**src/pdref_pkg.sv**
```systemverilog
// shared constants and types for the parallel speed reference decoder
package pdref_pkg;

	localparam int          ADDR_W         = 4;
	localparam logic [3:0]  OFF_CONFIG     = 4'h0;
	localparam logic [3:0]  OFF_STATUS     = 4'h4;
	localparam logic [3:0]  OFF_RAW        = 4'h8;
	localparam logic [3:0]  OFF_VALUE      = 4'hc;

	// config register field positions
	localparam int          CFG_FMT_LSB    = 0;
	localparam int          CFG_WIDTH_BIT  = 3;
	localparam int          CFG_BOARD8_BIT = 4;
	localparam logic [4:0]  CFG_RESET      = 5'h00;

	// status register field positions
	localparam int          ST_VALID_BIT   = 0;
	localparam int          ST_FMTERR_BIT  = 1;
	localparam int          ST_DIGERR_BIT  = 2;
	localparam int          ST_REV_BIT     = 3;
	localparam int          ST_FULL_BIT    = 4;
	localparam int          ST_UNIT_LSB    = 5;
	localparam int          ST_DEC_LSB     = 7;

	// raw register field positions
	localparam int          RAW_HIGH_LSB   = 12;
	localparam int          RAW_SIGN_BIT   = 16;

	// reference format settings
	localparam logic [2:0]  FMT_BCD_LAST   = 3'h5;
	localparam logic [2:0]  FMT_BCD5       = 3'h6;
	localparam logic [2:0]  FMT_BINARY     = 3'h7;
	localparam logic [2:0]  FMT_HZ_FIRST   = 3'h3;

	localparam logic [1:0]  RESP_OKAY      = 2'h0;
	localparam logic [1:0]  RESP_SLVERR    = 2'h2;

	typedef enum logic [1:0] {
		UNIT_PERCENT = 2'h0,
		UNIT_HZ      = 2'h1,
		UNIT_BINARY  = 2'h2,
		UNIT_HZ_BCD5 = 2'h3
	} pdref_unit_t;

	typedef struct packed {
		logic [2:0] fmt;
		logic       width16;
		logic       board8;
	} pdref_cfg_t;

	typedef struct packed {
		logic        sign;
		logic [3:0]  high;
		logic [11:0] low;
	} pdref_word_t;

	typedef struct packed {
		logic        fmt_err;
		logic        digit_err;
		logic        full_scale;
		logic        reverse;
		pdref_unit_t unit;
		logic [1:0]  decimals;
		logic [15:0] mag;
	} pdref_ref_t;

	typedef enum logic {
		WR_IDLE = 1'b0,
		WR_RESP = 1'b1
	} pdref_wr_state_t;

	typedef enum logic {
		RD_IDLE = 1'b0,
		RD_DATA = 1'b1
	} pdref_rd_state_t;

endpackage : pdref_pkg

```
**src/pdref_sync.sv**
```systemverilog
// two-stage synchroniser for the terminal inputs
`timescale 1ns/1ps
`default_nettype none
module pdref_sync #(
	parameter int W = 1
) (
	input  wire logic         clk_i,
	input  wire logic         reset_i,
	input  wire logic [W-1:0] async_i,
	output var  logic [W-1:0] sync_o
);
	logic [W-1:0] meta;
	logic [W-1:0] next_meta;
	logic [W-1:0] next_sync;

	always_comb begin
		next_meta = async_i;
		next_sync = meta;
	end

	always_ff @(posedge clk_i) begin
		if (reset_i) begin
			meta   <= '0;
			sync_o <= '0;
		end else begin
			meta   <= next_meta;
			sync_o <= next_sync;
		end
	end
endmodule : pdref_sync
`default_nettype wire

```
**src/pdref_decoder.sv**
```systemverilog
// parallel speed reference decoder with AXI4-Lite register access
`timescale 1ns/1ps
`default_nettype none
// Functional notes
// decoding depends on format setting and the 12/16-bit width switch together
// format 7, 12 bit: magnitude bits 0..11 on low terminals, sign 0 forward
// format 7, 16 bit: high terminals add bits 12..15, signed magnitude
// formats 0..5, 12 bit: three BCD digits, four inputs each, LSD first
// formats 0..5, 16 bit: fourth BCD digit on the high terminals
// format 6: five unsigned digits, lowest weights 2/4/8, top uses sign
// format 6 treats sign as data, only positive values, 0.02 Hz steps
// format 6 only accepted with the 16-bit board
// binary formats: all magnitude inputs high means full scale
// controller raises the read strobe to request a word capture
// 8-bit board, format 7: magnitude bits 0..7, then sign and strobe
// 8-bit board, formats 0..5: low digit 0..9, high digit 0..15
// 8-bit board refuses to operate under format 6
// formats 0..2 percent units, 3..5 hertz units, 7 binary
// inputs captured while strobe is high, held while it is low
module pdref_decoder (
	input  wire logic                  CLK_I,
	input  wire logic                  RESET_I,
	input  wire logic [11:0]           LOW_TERMINAL_BLOCK_I,
	input  wire logic [3:0]            HIGH_TERMINAL_BLOCK_I,
	input  wire logic                  SIGN_I,
	input  wire logic                  READ_STROBE_I,
	input  wire logic [3:0]            S_AXI_AWADDR_I,
	input  wire logic                  S_AXI_AWVALID_I,
	output var  logic                  S_AXI_AWREADY_O,
	input  wire logic [31:0]           S_AXI_WDATA_I,
	input  wire logic [3:0]            S_AXI_WSTRB_I,
	input  wire logic                  S_AXI_WVALID_I,
	output var  logic                  S_AXI_WREADY_O,
	output var  logic [1:0]            S_AXI_BRESP_O,
	output var  logic                  S_AXI_BVALID_O,
	input  wire logic                  S_AXI_BREADY_I,
	input  wire logic [3:0]            S_AXI_ARADDR_I,
	input  wire logic                  S_AXI_ARVALID_I,
	output var  logic                  S_AXI_ARREADY_O,
	output var  logic [31:0]           S_AXI_RDATA_O,
	output var  logic [1:0]            S_AXI_RRESP_O,
	output var  logic                  S_AXI_RVALID_O,
	input  wire logic                  S_AXI_RREADY_I,
	output var  logic [15:0]           REF_MAG_O,
	output var  logic                  REF_REVERSE_O,
	output var  logic                  REF_FULL_SCALE_O,
	output var  logic                  REF_VALID_O,
	output var  logic                  REF_LOADED_O
);
	import pdref_pkg::*;

	function automatic logic [15:0] bcd_value(input logic [3:0] d1, input logic [3:0] d2,
			input logic [3:0] d3, input logic [3:0] d4, input logic [3:0] d5);
		logic [16:0] sum;
		sum = 17'(d1) + 17'(d2) * 17'd10 + 17'(d3) * 17'd100 + 17'(d4) * 17'd1000
			+ 17'(d5) * 17'd10000;
		return sum[15:0];
	endfunction : bcd_value

	function automatic logic over_nine(input logic [3:0] d);
		return d > 4'h9;
	endfunction : over_nine

	// terminal pins synchronised as one word; a controller changing data and
	// strobe together may see a mixed word for one cycle, so it should settle
	// data before raising the strobe
	pdref_word_t pins_sync;
	logic        strobe_sync;

	pdref_sync #(
		.W ($bits(pdref_word_t) + 1)
	) u_sync (
		.clk_i   (CLK_I),
		.reset_i (RESET_I),
		.async_i ({SIGN_I, HIGH_TERMINAL_BLOCK_I, LOW_TERMINAL_BLOCK_I, READ_STROBE_I}),
		.sync_o  ({pins_sync, strobe_sync})
	);

	// capture of the reference word
	pdref_word_t held;
	pdref_word_t next_held;
	logic        loaded;
	logic        next_loaded;
	logic        have_word;
	logic        next_have_word;

	always_comb begin
		next_held      = held;
		next_loaded    = 1'b0;
		next_have_word = have_word;
		if (strobe_sync) begin
			next_held      = pins_sync;
			next_loaded    = 1'b1;
			next_have_word = 1'b1;
		end
	end

	always_ff @(posedge CLK_I) begin
		if (RESET_I) begin
			held      <= '0;
			loaded    <= 1'b0;
			have_word <= 1'b0;
		end else begin
			held      <= next_held;
			loaded    <= next_loaded;
			have_word <= next_have_word;
		end
	end

	// decode of the held word under the current configuration
	pdref_cfg_t cfg;
	pdref_ref_t dec;

	always_comb begin
		dec          = '0;
		dec.reverse  = held.sign;
		dec.decimals = 2'(cfg.fmt % 3'h3);
		if (cfg.fmt == FMT_BINARY) begin
			dec.unit = UNIT_BINARY;
		end else if (cfg.fmt == FMT_BCD5) begin
			dec.unit = UNIT_HZ_BCD5;
		end else if (cfg.fmt >= FMT_HZ_FIRST) begin
			dec.unit = UNIT_HZ;
		end else begin
			dec.unit = UNIT_PERCENT;
		end
		if (cfg.board8) begin
			if (cfg.fmt == FMT_BINARY) begin
				dec.mag        = {8'h00, held.low[7:0]};
				dec.full_scale = &held.low[7:0];
			end else if (cfg.fmt <= FMT_BCD_LAST) begin
				dec.mag       = bcd_value(held.low[3:0], held.low[7:4], 4'h0, 4'h0, 4'h0);
				dec.digit_err = over_nine(held.low[3:0]);
			end else begin
				dec.fmt_err = 1'b1;
				dec.reverse = 1'b0;
			end
		end else begin
			case (cfg.fmt)
			FMT_BINARY: begin
				if (cfg.width16) begin
					dec.mag        = {held.high, held.low};
					dec.full_scale = &{held.high, held.low};
				end else begin
					dec.mag        = {4'h0, held.low};
					dec.full_scale = &held.low;
				end
			end
			FMT_BCD5: begin
				dec.reverse = 1'b0;
				if (cfg.width16) begin
					dec.mag = bcd_value({held.low[2:0], 1'b0}, held.low[6:3], held.low[10:7],
						{held.high[2:0], held.low[11]}, {2'b00, held.sign, held.high[3]});
					dec.digit_err = over_nine({held.low[2:0], 1'b0}) | over_nine(held.low[6:3])
						| over_nine(held.low[10:7]) | over_nine({held.high[2:0], held.low[11]});
				end else begin
					dec.fmt_err = 1'b1;
				end
			end
			default: begin
				if (cfg.width16) begin
					dec.mag = bcd_value(held.low[3:0], held.low[7:4], held.low[11:8],
						held.high, 4'h0);
					dec.digit_err = over_nine(held.low[3:0]) | over_nine(held.low[7:4])
						| over_nine(held.low[11:8]) | over_nine(held.high);
				end else begin
					dec.mag = bcd_value(held.low[3:0], held.low[7:4], held.low[11:8],
						4'h0, 4'h0);
					dec.digit_err = over_nine(held.low[3:0]) | over_nine(held.low[7:4])
						| over_nine(held.low[11:8]);
				end
			end
			endcase
		end
	end

	// registered reference outputs
	pdref_ref_t refq;
	pdref_ref_t next_refq;
	logic       next_valid;
	logic       valid_q;

	always_comb begin
		next_refq  = dec;
		next_valid = have_word;
	end

	always_ff @(posedge CLK_I) begin
		if (RESET_I) begin
			refq             <= '0;
			valid_q          <= 1'b0;
			REF_MAG_O        <= '0;
			REF_REVERSE_O    <= 1'b0;
			REF_FULL_SCALE_O <= 1'b0;
			REF_VALID_O      <= 1'b0;
			REF_LOADED_O     <= 1'b0;
		end else begin
			refq             <= next_refq;
			valid_q          <= next_valid;
			REF_MAG_O        <= next_refq.fmt_err ? 16'h0000 : next_refq.mag;
			REF_REVERSE_O    <= next_refq.reverse & ~next_refq.fmt_err;
			REF_FULL_SCALE_O <= next_refq.full_scale;
			REF_VALID_O      <= next_valid & ~next_refq.fmt_err & ~next_refq.digit_err;
			REF_LOADED_O     <= loaded;
		end
	end

	// AXI4-Lite write channel
	pdref_wr_state_t wr_state;
	pdref_wr_state_t next_wr_state;
	logic            aw_got;
	logic            next_aw_got;
	logic            w_got;
	logic            next_w_got;
	logic [3:0]      awaddr;
	logic [3:0]      next_awaddr;
	logic [31:0]     wdata;
	logic [31:0]     next_wdata;
	logic [3:0]      wstrb;
	logic [3:0]      next_wstrb;
	logic [1:0]      next_bresp;
	pdref_cfg_t      next_cfg;

	always_comb begin
		next_wr_state = wr_state;
		next_aw_got   = aw_got;
		next_w_got    = w_got;
		next_awaddr   = awaddr;
		next_wdata    = wdata;
		next_wstrb    = wstrb;
		next_bresp    = S_AXI_BRESP_O;
		next_cfg      = cfg;
		if (S_AXI_AWVALID_I && S_AXI_AWREADY_O) begin
			next_aw_got = 1'b1;
			next_awaddr = S_AXI_AWADDR_I;
		end
		if (S_AXI_WVALID_I && S_AXI_WREADY_O) begin
			next_w_got = 1'b1;
			next_wdata = S_AXI_WDATA_I;
			next_wstrb = S_AXI_WSTRB_I;
		end
		case (wr_state)
		WR_IDLE: begin
			if (next_aw_got && next_w_got) begin
				next_aw_got   = 1'b0;
				next_w_got    = 1'b0;
				next_wr_state = WR_RESP;
				next_bresp    = RESP_OKAY;
				case ({next_awaddr[3:2], 2'b00})
				OFF_CONFIG: begin
					if (next_wstrb[0]) begin
						next_cfg.fmt     = next_wdata[CFG_FMT_LSB +: 3];
						next_cfg.width16 = next_wdata[CFG_WIDTH_BIT];
						next_cfg.board8  = next_wdata[CFG_BOARD8_BIT];
					end
				end
				OFF_STATUS, OFF_RAW, OFF_VALUE: begin
					next_bresp = RESP_OKAY;
				end
				default: begin
					next_bresp = RESP_SLVERR;
				end
				endcase
			end
		end
		WR_RESP: begin
			if (S_AXI_BREADY_I) begin
				next_wr_state = WR_IDLE;
			end
		end
		default: begin
			next_wr_state = WR_IDLE;
		end
		endcase
	end

	always_ff @(posedge CLK_I) begin
		if (RESET_I) begin
			wr_state        <= WR_IDLE;
			aw_got          <= 1'b0;
			w_got           <= 1'b0;
			awaddr          <= '0;
			wdata           <= '0;
			wstrb           <= '0;
			cfg             <= CFG_RESET;
			S_AXI_AWREADY_O <= 1'b0;
			S_AXI_WREADY_O  <= 1'b0;
			S_AXI_BVALID_O  <= 1'b0;
			S_AXI_BRESP_O   <= RESP_OKAY;
		end else begin
			wr_state        <= next_wr_state;
			aw_got          <= next_aw_got;
			w_got           <= next_w_got;
			awaddr          <= next_awaddr;
			wdata           <= next_wdata;
			wstrb           <= next_wstrb;
			cfg             <= next_cfg;
			S_AXI_AWREADY_O <= ~next_aw_got && next_wr_state == WR_IDLE;
			S_AXI_WREADY_O  <= ~next_w_got && next_wr_state == WR_IDLE;
			S_AXI_BVALID_O  <= next_wr_state == WR_RESP;
			S_AXI_BRESP_O   <= next_bresp;
		end
	end

	// AXI4-Lite read channel
	pdref_rd_state_t rd_state;
	pdref_rd_state_t next_rd_state;
	logic [31:0]     next_rdata;
	logic [1:0]      next_rresp;
	logic [31:0]     status_word;

	always_comb begin
		status_word                          = '0;
		status_word[ST_VALID_BIT]            = valid_q;
		status_word[ST_FMTERR_BIT]           = refq.fmt_err;
		status_word[ST_DIGERR_BIT]           = refq.digit_err;
		status_word[ST_REV_BIT]              = refq.reverse;
		status_word[ST_FULL_BIT]             = refq.full_scale;
		status_word[ST_UNIT_LSB +: 2]        = refq.unit;
		status_word[ST_DEC_LSB +: 2]         = refq.decimals;
		next_rd_state = rd_state;
		next_rdata    = S_AXI_RDATA_O;
		next_rresp    = S_AXI_RRESP_O;
		case (rd_state)
		RD_IDLE: begin
			if (S_AXI_ARVALID_I && S_AXI_ARREADY_O) begin
				next_rd_state = RD_DATA;
				next_rresp    = RESP_OKAY;
				next_rdata    = '0;
				case ({S_AXI_ARADDR_I[3:2], 2'b00})
				OFF_CONFIG: begin
					next_rdata[CFG_FMT_LSB +: 3] = cfg.fmt;
					next_rdata[CFG_WIDTH_BIT]    = cfg.width16;
					next_rdata[CFG_BOARD8_BIT]   = cfg.board8;
				end
				OFF_STATUS: next_rdata = status_word;
				OFF_RAW: begin
					next_rdata[RAW_HIGH_LSB - 1:0]       = held.low;
					next_rdata[RAW_HIGH_LSB +: 4]        = held.high;
					next_rdata[RAW_SIGN_BIT]             = held.sign;
				end
				OFF_VALUE: next_rdata[15:0] = refq.mag;
				default: next_rresp = RESP_SLVERR;
				endcase
			end
		end
		RD_DATA: begin
			if (S_AXI_RREADY_I) begin
				next_rd_state = RD_IDLE;
			end
		end
		default: begin
			next_rd_state = RD_IDLE;
		end
		endcase
	end

	always_ff @(posedge CLK_I) begin
		if (RESET_I) begin
			rd_state        <= RD_IDLE;
			S_AXI_ARREADY_O <= 1'b0;
			S_AXI_RVALID_O  <= 1'b0;
			S_AXI_RDATA_O   <= '0;
			S_AXI_RRESP_O   <= RESP_OKAY;
		end else begin
			rd_state        <= next_rd_state;
			S_AXI_ARREADY_O <= next_rd_state == RD_IDLE;
			S_AXI_RVALID_O  <= next_rd_state == RD_DATA;
			S_AXI_RDATA_O   <= next_rdata;
			S_AXI_RRESP_O   <= next_rresp;
		end
	end
endmodule : pdref_decoder
`default_nettype wire

```
**config.mk**
```make
export PLATFORM = sky130hd
export DESIGN_NAME = pdref_decoder
export DESIGN_NICKNAME = d
export VERILOG_FILES = /design/src/pdref_pkg.sv /design/src/pdref_sync.sv /design/src/pdref_decoder.sv
export SDC_FILE = /design/constraint.sdc
export NUM_CORES = 1
export LEC_CHECK = 0
export ABC_AREA = 1
export BUFFER_PORTS_ARGS = -buffer_cell sky130_fd_sc_hd__buf_2
export CORE_MARGIN = 2
export CORE_UTILIZATION = 45
export CTS_CLUSTER_SIZE = 12
export DETAILED_ROUTE_END_ITERATION = 10
export PLACE_DENSITY = 0.73
export SYNTH_ARGS = -nofsm -noshare
export SYNTH_HDL_FRONTEND = slang
export SYNTH_HIERARCHICAL = 1
export SYNTH_SLANG_ARGS = --single-unit
```
**constraint.sdc**
```tcl
create_clock -name CLK_I -period 9.25 [get_ports CLK_I]
set_input_delay 1.85 -clock CLK_I [delete_from_list [all_inputs] [get_ports CLK_I]]
set_output_delay 1.85 -clock CLK_I [all_outputs]
set_load 0.005 [all_outputs]
```
==> results.sh <==
export IMPL_outcome="completed"
export IMPL_worst_slew_pin_slew_ps=920.4
export IMPL_setup_reg_to_reg_worst_slack_ps=3560
export IMPL_final_min_clock_period_ps=5689
export IMPL_grt_antenna_before_repair=0
export IMPL_reg2reg_from="held[13]$_SDFFE_PP0P_"
export IMPL_postSynth_asyncResetShare_pct=0
export IMPL_clock_skew_final_ps=6.979
export IMPL_timing_critical_path_arrival_ps=6030
export IMPL_setup_worst_path_end_class="flip-flop"
export IMPL_critPathMaxFanout=12
export IMPL_total_drc_errors_in_the_routed_layout=0
export IMPL_syn_area_um2=8952
export IMPL_die_area_um2=21040
export IMPL_r2r_end="REF_MAG_O[15]$_SDFF_PP0_"
export IMPL_ys_seq_elements=136
export IMPL_post_drt_via_cell_ratio=5.110
export IMPL_post_drt_wl_per_cell_um=14.69
export IMPL_max_slew_margin_rel_pct=38.56
export IMPL_pin_count_of_the_biggest_net_entering_global_routing=88
export IMPL_flow_area_growth_from_synthesis_pct=12.91
export IMPL_insertedDiodeCount=0
export IMPL_detailed_place_hpwl_mm=16.53
export IMPL_detailedRoute_firstIterationViolations=514
export IMPL_max_cap_violations=0
export IMPL_synth_cells=1141
export IMPL_mean_cell_area_of_the_mapped_netlist_um2=7.846
export IMPL_cts_buffers=17
export IMPL_drtAntennaViolNets=0
export IMPL_power_leakage_nw=5.145
export IMPL_path_clk_slew_ps=60
export IMPL_report_final_slew_viol_count=0
export IMPL_place_worst_setup_slack_ps=3527
export IMPL_maxClockFrequency_mhz=175.8
export IMPL_last_weighted_congestion_value_of_the_routability_driven_placer=1.002
export IMPL_i_o_pin_total=130
export IMPL_grt_pass1_vias=7333
export IMPL_setup_worst_path_class="reg2reg"
export IMPL_core_area_um2=19460
export IMPL_track_usage_pct=21.06
export IMPL_root_buf_cell="sky130_fd_sc_hd__clkbuf_16"
export IMPL_number_of_enable_flip_flop_cells_after_synthesis=0
export IMPL_finalHoldViolations=0
export IMPL_ys_types=57
export IMPL_final_cells=1491
export IMPL_min_period_over_period_pct=61.50
export IMPL_yosys_most_used_dff="sky130_fd_sc_hd__dfxtp_1"
export IMPL_routed_wirelength_mm=21.91
export IMPL_finalSetupViolCount=0
export IMPL_fin_tns_setup_ps=0
export IMPL_grt_first_pass_wirelength_mm=35.81
export IMPL_cts_htree_levels=4
export IMPL_tritoncts_clock_tree="yes"
export IMPL_reg2regPathDepth=21
export IMPL_fill_cells=1844
export IMPL_place_inst=1459
export IMPL_port_buffer_count=76
export IMPL_worst_ir_drop_vdd_mv=0.1242
export IMPL_grt_overflow_total=0
export IMPL_number_of_setup_buffers_added_after_cts=0
export IMPL_timing_hold_worst_path_depth=2
export IMPL_cts_buffer_depth=2
export IMPL_worst_endpoint_required_ps=9590
export IMPL_cts_hold_buffers=0
export IMPL_die_h_um=145.0
export IMPL_type_of_the_tightest_min_delay_check="reg2reg"
export IMPL_pwr_per_cell_area_nw_per_um2=164.7
export IMPL_layout_setup_ws_ps=3561
export IMPL_die_width_um=145.0
export IMPL_clock_insertion_delay_at_the_later_pin_of_the_skew_report_ps=410
export IMPL_starting_utilization_of_the_core_area_pct=46.00
export IMPL_drtPass1Iterations=5
export IMPL_synth_seq_area_share_pct=30.41
export IMPL_synth_warnings=6
export IMPL_worstSetupStartpointType="flip-flop"
export IMPL_unrepaired_setup_endpoints_after_global_routing="no"
export IMPL_nets=1423
export IMPL_placementRows=51
export IMPL_post_route_cells_drive_above_1_share_pct=11.58
export IMPL_clock_sinks=136
export IMPL_min_from="u_sync/meta[0]$_SDFF_PP0_"
export IMPL_routed_via_count=7619
export IMPL_worst_hold_path_endpoint="u_sync/sync_o[0]$_SDFF_PP0_"
export IMPL_post_cts_resized=0
how the worst max path moves through the flow:
stage	from	to	slack, ps
6_report	held[13]$_SDFFE_PP0P_	REF_MAG_O[15]$_SDFF_PP0_	3560
5_1_grt	held[13]$_SDFFE_PP0P_	REF_MAG_O[15]$_SDFF_PP0_	3250
4_1_cts	held[13]$_SDFFE_PP0P_	REF_MAG_O[15]$_SDFF_PP0_	3500
3_5_place_dp	held[13]$_SDFFE_PP0P_	REF_MAG_O[15]$_SDFF_PP0_	3530
3_3_place_gp	held[13]$_SDFFE_PP0P_	REF_MAG_O[15]$_SDFF_PP0_	3660
2_1_floorplan	held[12]$_SDFFE_PP0P_	refq[15]$_SDFF_PP0_	4570
synth_stat cells, drive strengths merged (10+ instances only):
master / number / area (um2)
xor2: 13 / 113.9
nand3: 54 / 290.3
a221oi: 10 / 87.58
dfxtp: 136 / 2723
inv: 183 / 686.9
clkbuf: 16 / 65.06
xnor2: 12 / 105.1
nand4: 10 / 62.56
ha: 107 / 1339
a21oi: 90 / 454.2
fa: 34 / 680.7
a31oi: 16 / 100.1
nor2: 112 / 479.2
o21ai: 81 / 409.1
nand2: 181 / 716.9
buf: 28 / 207.7
final cells by class:
cell class	count	area [um2]	share of cell area, %
Clock buffer	18	429.2	4.246
Clock inverter	14	197.7	1.956
Tap cell	265	331.6	3.280
Multi-Input combinational cell	793	5325	52.68
Inverter	186	699.4	6.919
Timing Repair Buffer	79	402.9	3.986
Sequential cell	136	2723	26.93
registers in the layout (all words and copies together) (netlist names), 2 cells and up:
| signal | cells |
|---|---|
| refq | 24 |
| u_sync/sync_o | 18 |
| wdata | 5 |
| cfg | 5 |
| REF_MAG_O | 16 |
| S_AXI_RDATA_O | 17 |
| held | 17 |
| u_sync/meta | 18 |
| awaddr | 2 |
through the flow:
stage | util, % | cell area, um2 | hold WS, ps | total power, mW
2_1_floorplan | - | 9020 | 388.3 | 0.8788
6_report | 51.94 | 10110 | 401.1 | 1.665
3_5_place_dp | 48.72 | 9482 | 394.0 | 0.9568
5_1_grt | 51.94 | 10110 | 415.1 | 1.745
3_3_place_gp | 48.72 | 9482 | 389.3 | 0.9474
4_1_cts | 51.94 | 10110 | 401.9 | 1.671
critical path, stage by stage (launching register included):
cell and delay [ps]:
sky130_fd_sc_hd__dfxtp_1 820, sky130_fd_sc_hd__inv_1 400, sky130_fd_sc_hd__ha_1 400, sky130_fd_sc_hd__fa_1 560
sky130_fd_sc_hd__inv_1 70, sky130_fd_sc_hd__fa_1 460, sky130_fd_sc_hd__o21ai_0 300, sky130_fd_sc_hd__a21oi_1 120
sky130_fd_sc_hd__o21ai_0 220, sky130_fd_sc_hd__xor2_1 200, sky130_fd_sc_hd__ha_1 250, sky130_fd_sc_hd__ha_1 290
sky130_fd_sc_hd__ha_1 320, sky130_fd_sc_hd__a21oi_1 240, sky130_fd_sc_hd__o21ai_0 120, sky130_fd_sc_hd__a21oi_1 120
sky130_fd_sc_hd__o21ai_1 90, sky130_fd_sc_hd__nand2_1 60, sky130_fd_sc_hd__nand2_1 40, sky130_fd_sc_hd__o21ai_0 220
sky130_fd_sc_hd__nand2_1 160, sky130_fd_sc_hd__nor2_1 130
placed cells by master, fill, tap and decap left out, drive strengths merged:
cell type / netlist / layout
xnor2: 12 / 12
o32ai: 1 / 1
o21bai: 4 / 4
o221ai: 2 / 2
nor2: 112 / 112
clkinv: 3 / 9
o2111a: 1 / 1
a22oi: 1 / 1
a311oi: 3 / 3
and2: 3 / 3
ha: 107 / 107
o211ai: 3 / 3
xor2: 13 / 13
a31oi: 16 / 16
o22ai: 2 / 2
clkbuf: 16 / 18
nor3: 8 / 8
fa: 34 / 34
inv: 183 / 185
a2bb2oi: 1 / 1
nand3b: 1 / 1
nand3: 54 / 54
clkinvlp: 0 / 2
mux2i: 8 / 8
bufinv: 0 / 4
o31ai: 1 / 1
a21boi: 1 / 1
buf: 28 / 79
a21oi: 90 / 90
a221oi: 10 / 10
o21ai: 81 / 81
or2: 3 / 3
a211oi: 5 / 5
o21a: 1 / 1
nand2: 181 / 181
nor4: 3 / 3
a21o: 2 / 2
conb: 1 / 19
dfxtp: 136 / 136
nand4: 10 / 10
cells by family (layout without fill, tap and decap cells):
group,count (synthesis),after routing,synth area share (%)
compound gates,225,225,14.31
xor+xnor,25,25,2.446
fa+ha+maj,141,141,22.56
buf+inv,230,297,10.86
flops,136,136,30.41
mux,8,8,0.8945
other cells,1,19,0.04189
simple gates,375,375,18.48
layer usage:
metal | vias to the layer above | wire [um] | track usage (%)
met5 | - | 0 | 0
met4 | 0 | 500 | 7.327
met3 | 43 | 1629 | 4.371
met2 | 257 | 9916 | 34.31
met1 | 3482 | 9865 | 27.79
li1 | 3837 | - | -
where the power goes:
part           internal (mW)  switching (mW)
clock network          0.453           0.262
logic                  0.117           0.194
registers              0.616          0.0227
Note: power is estimated with default switching activity, not from simulation.
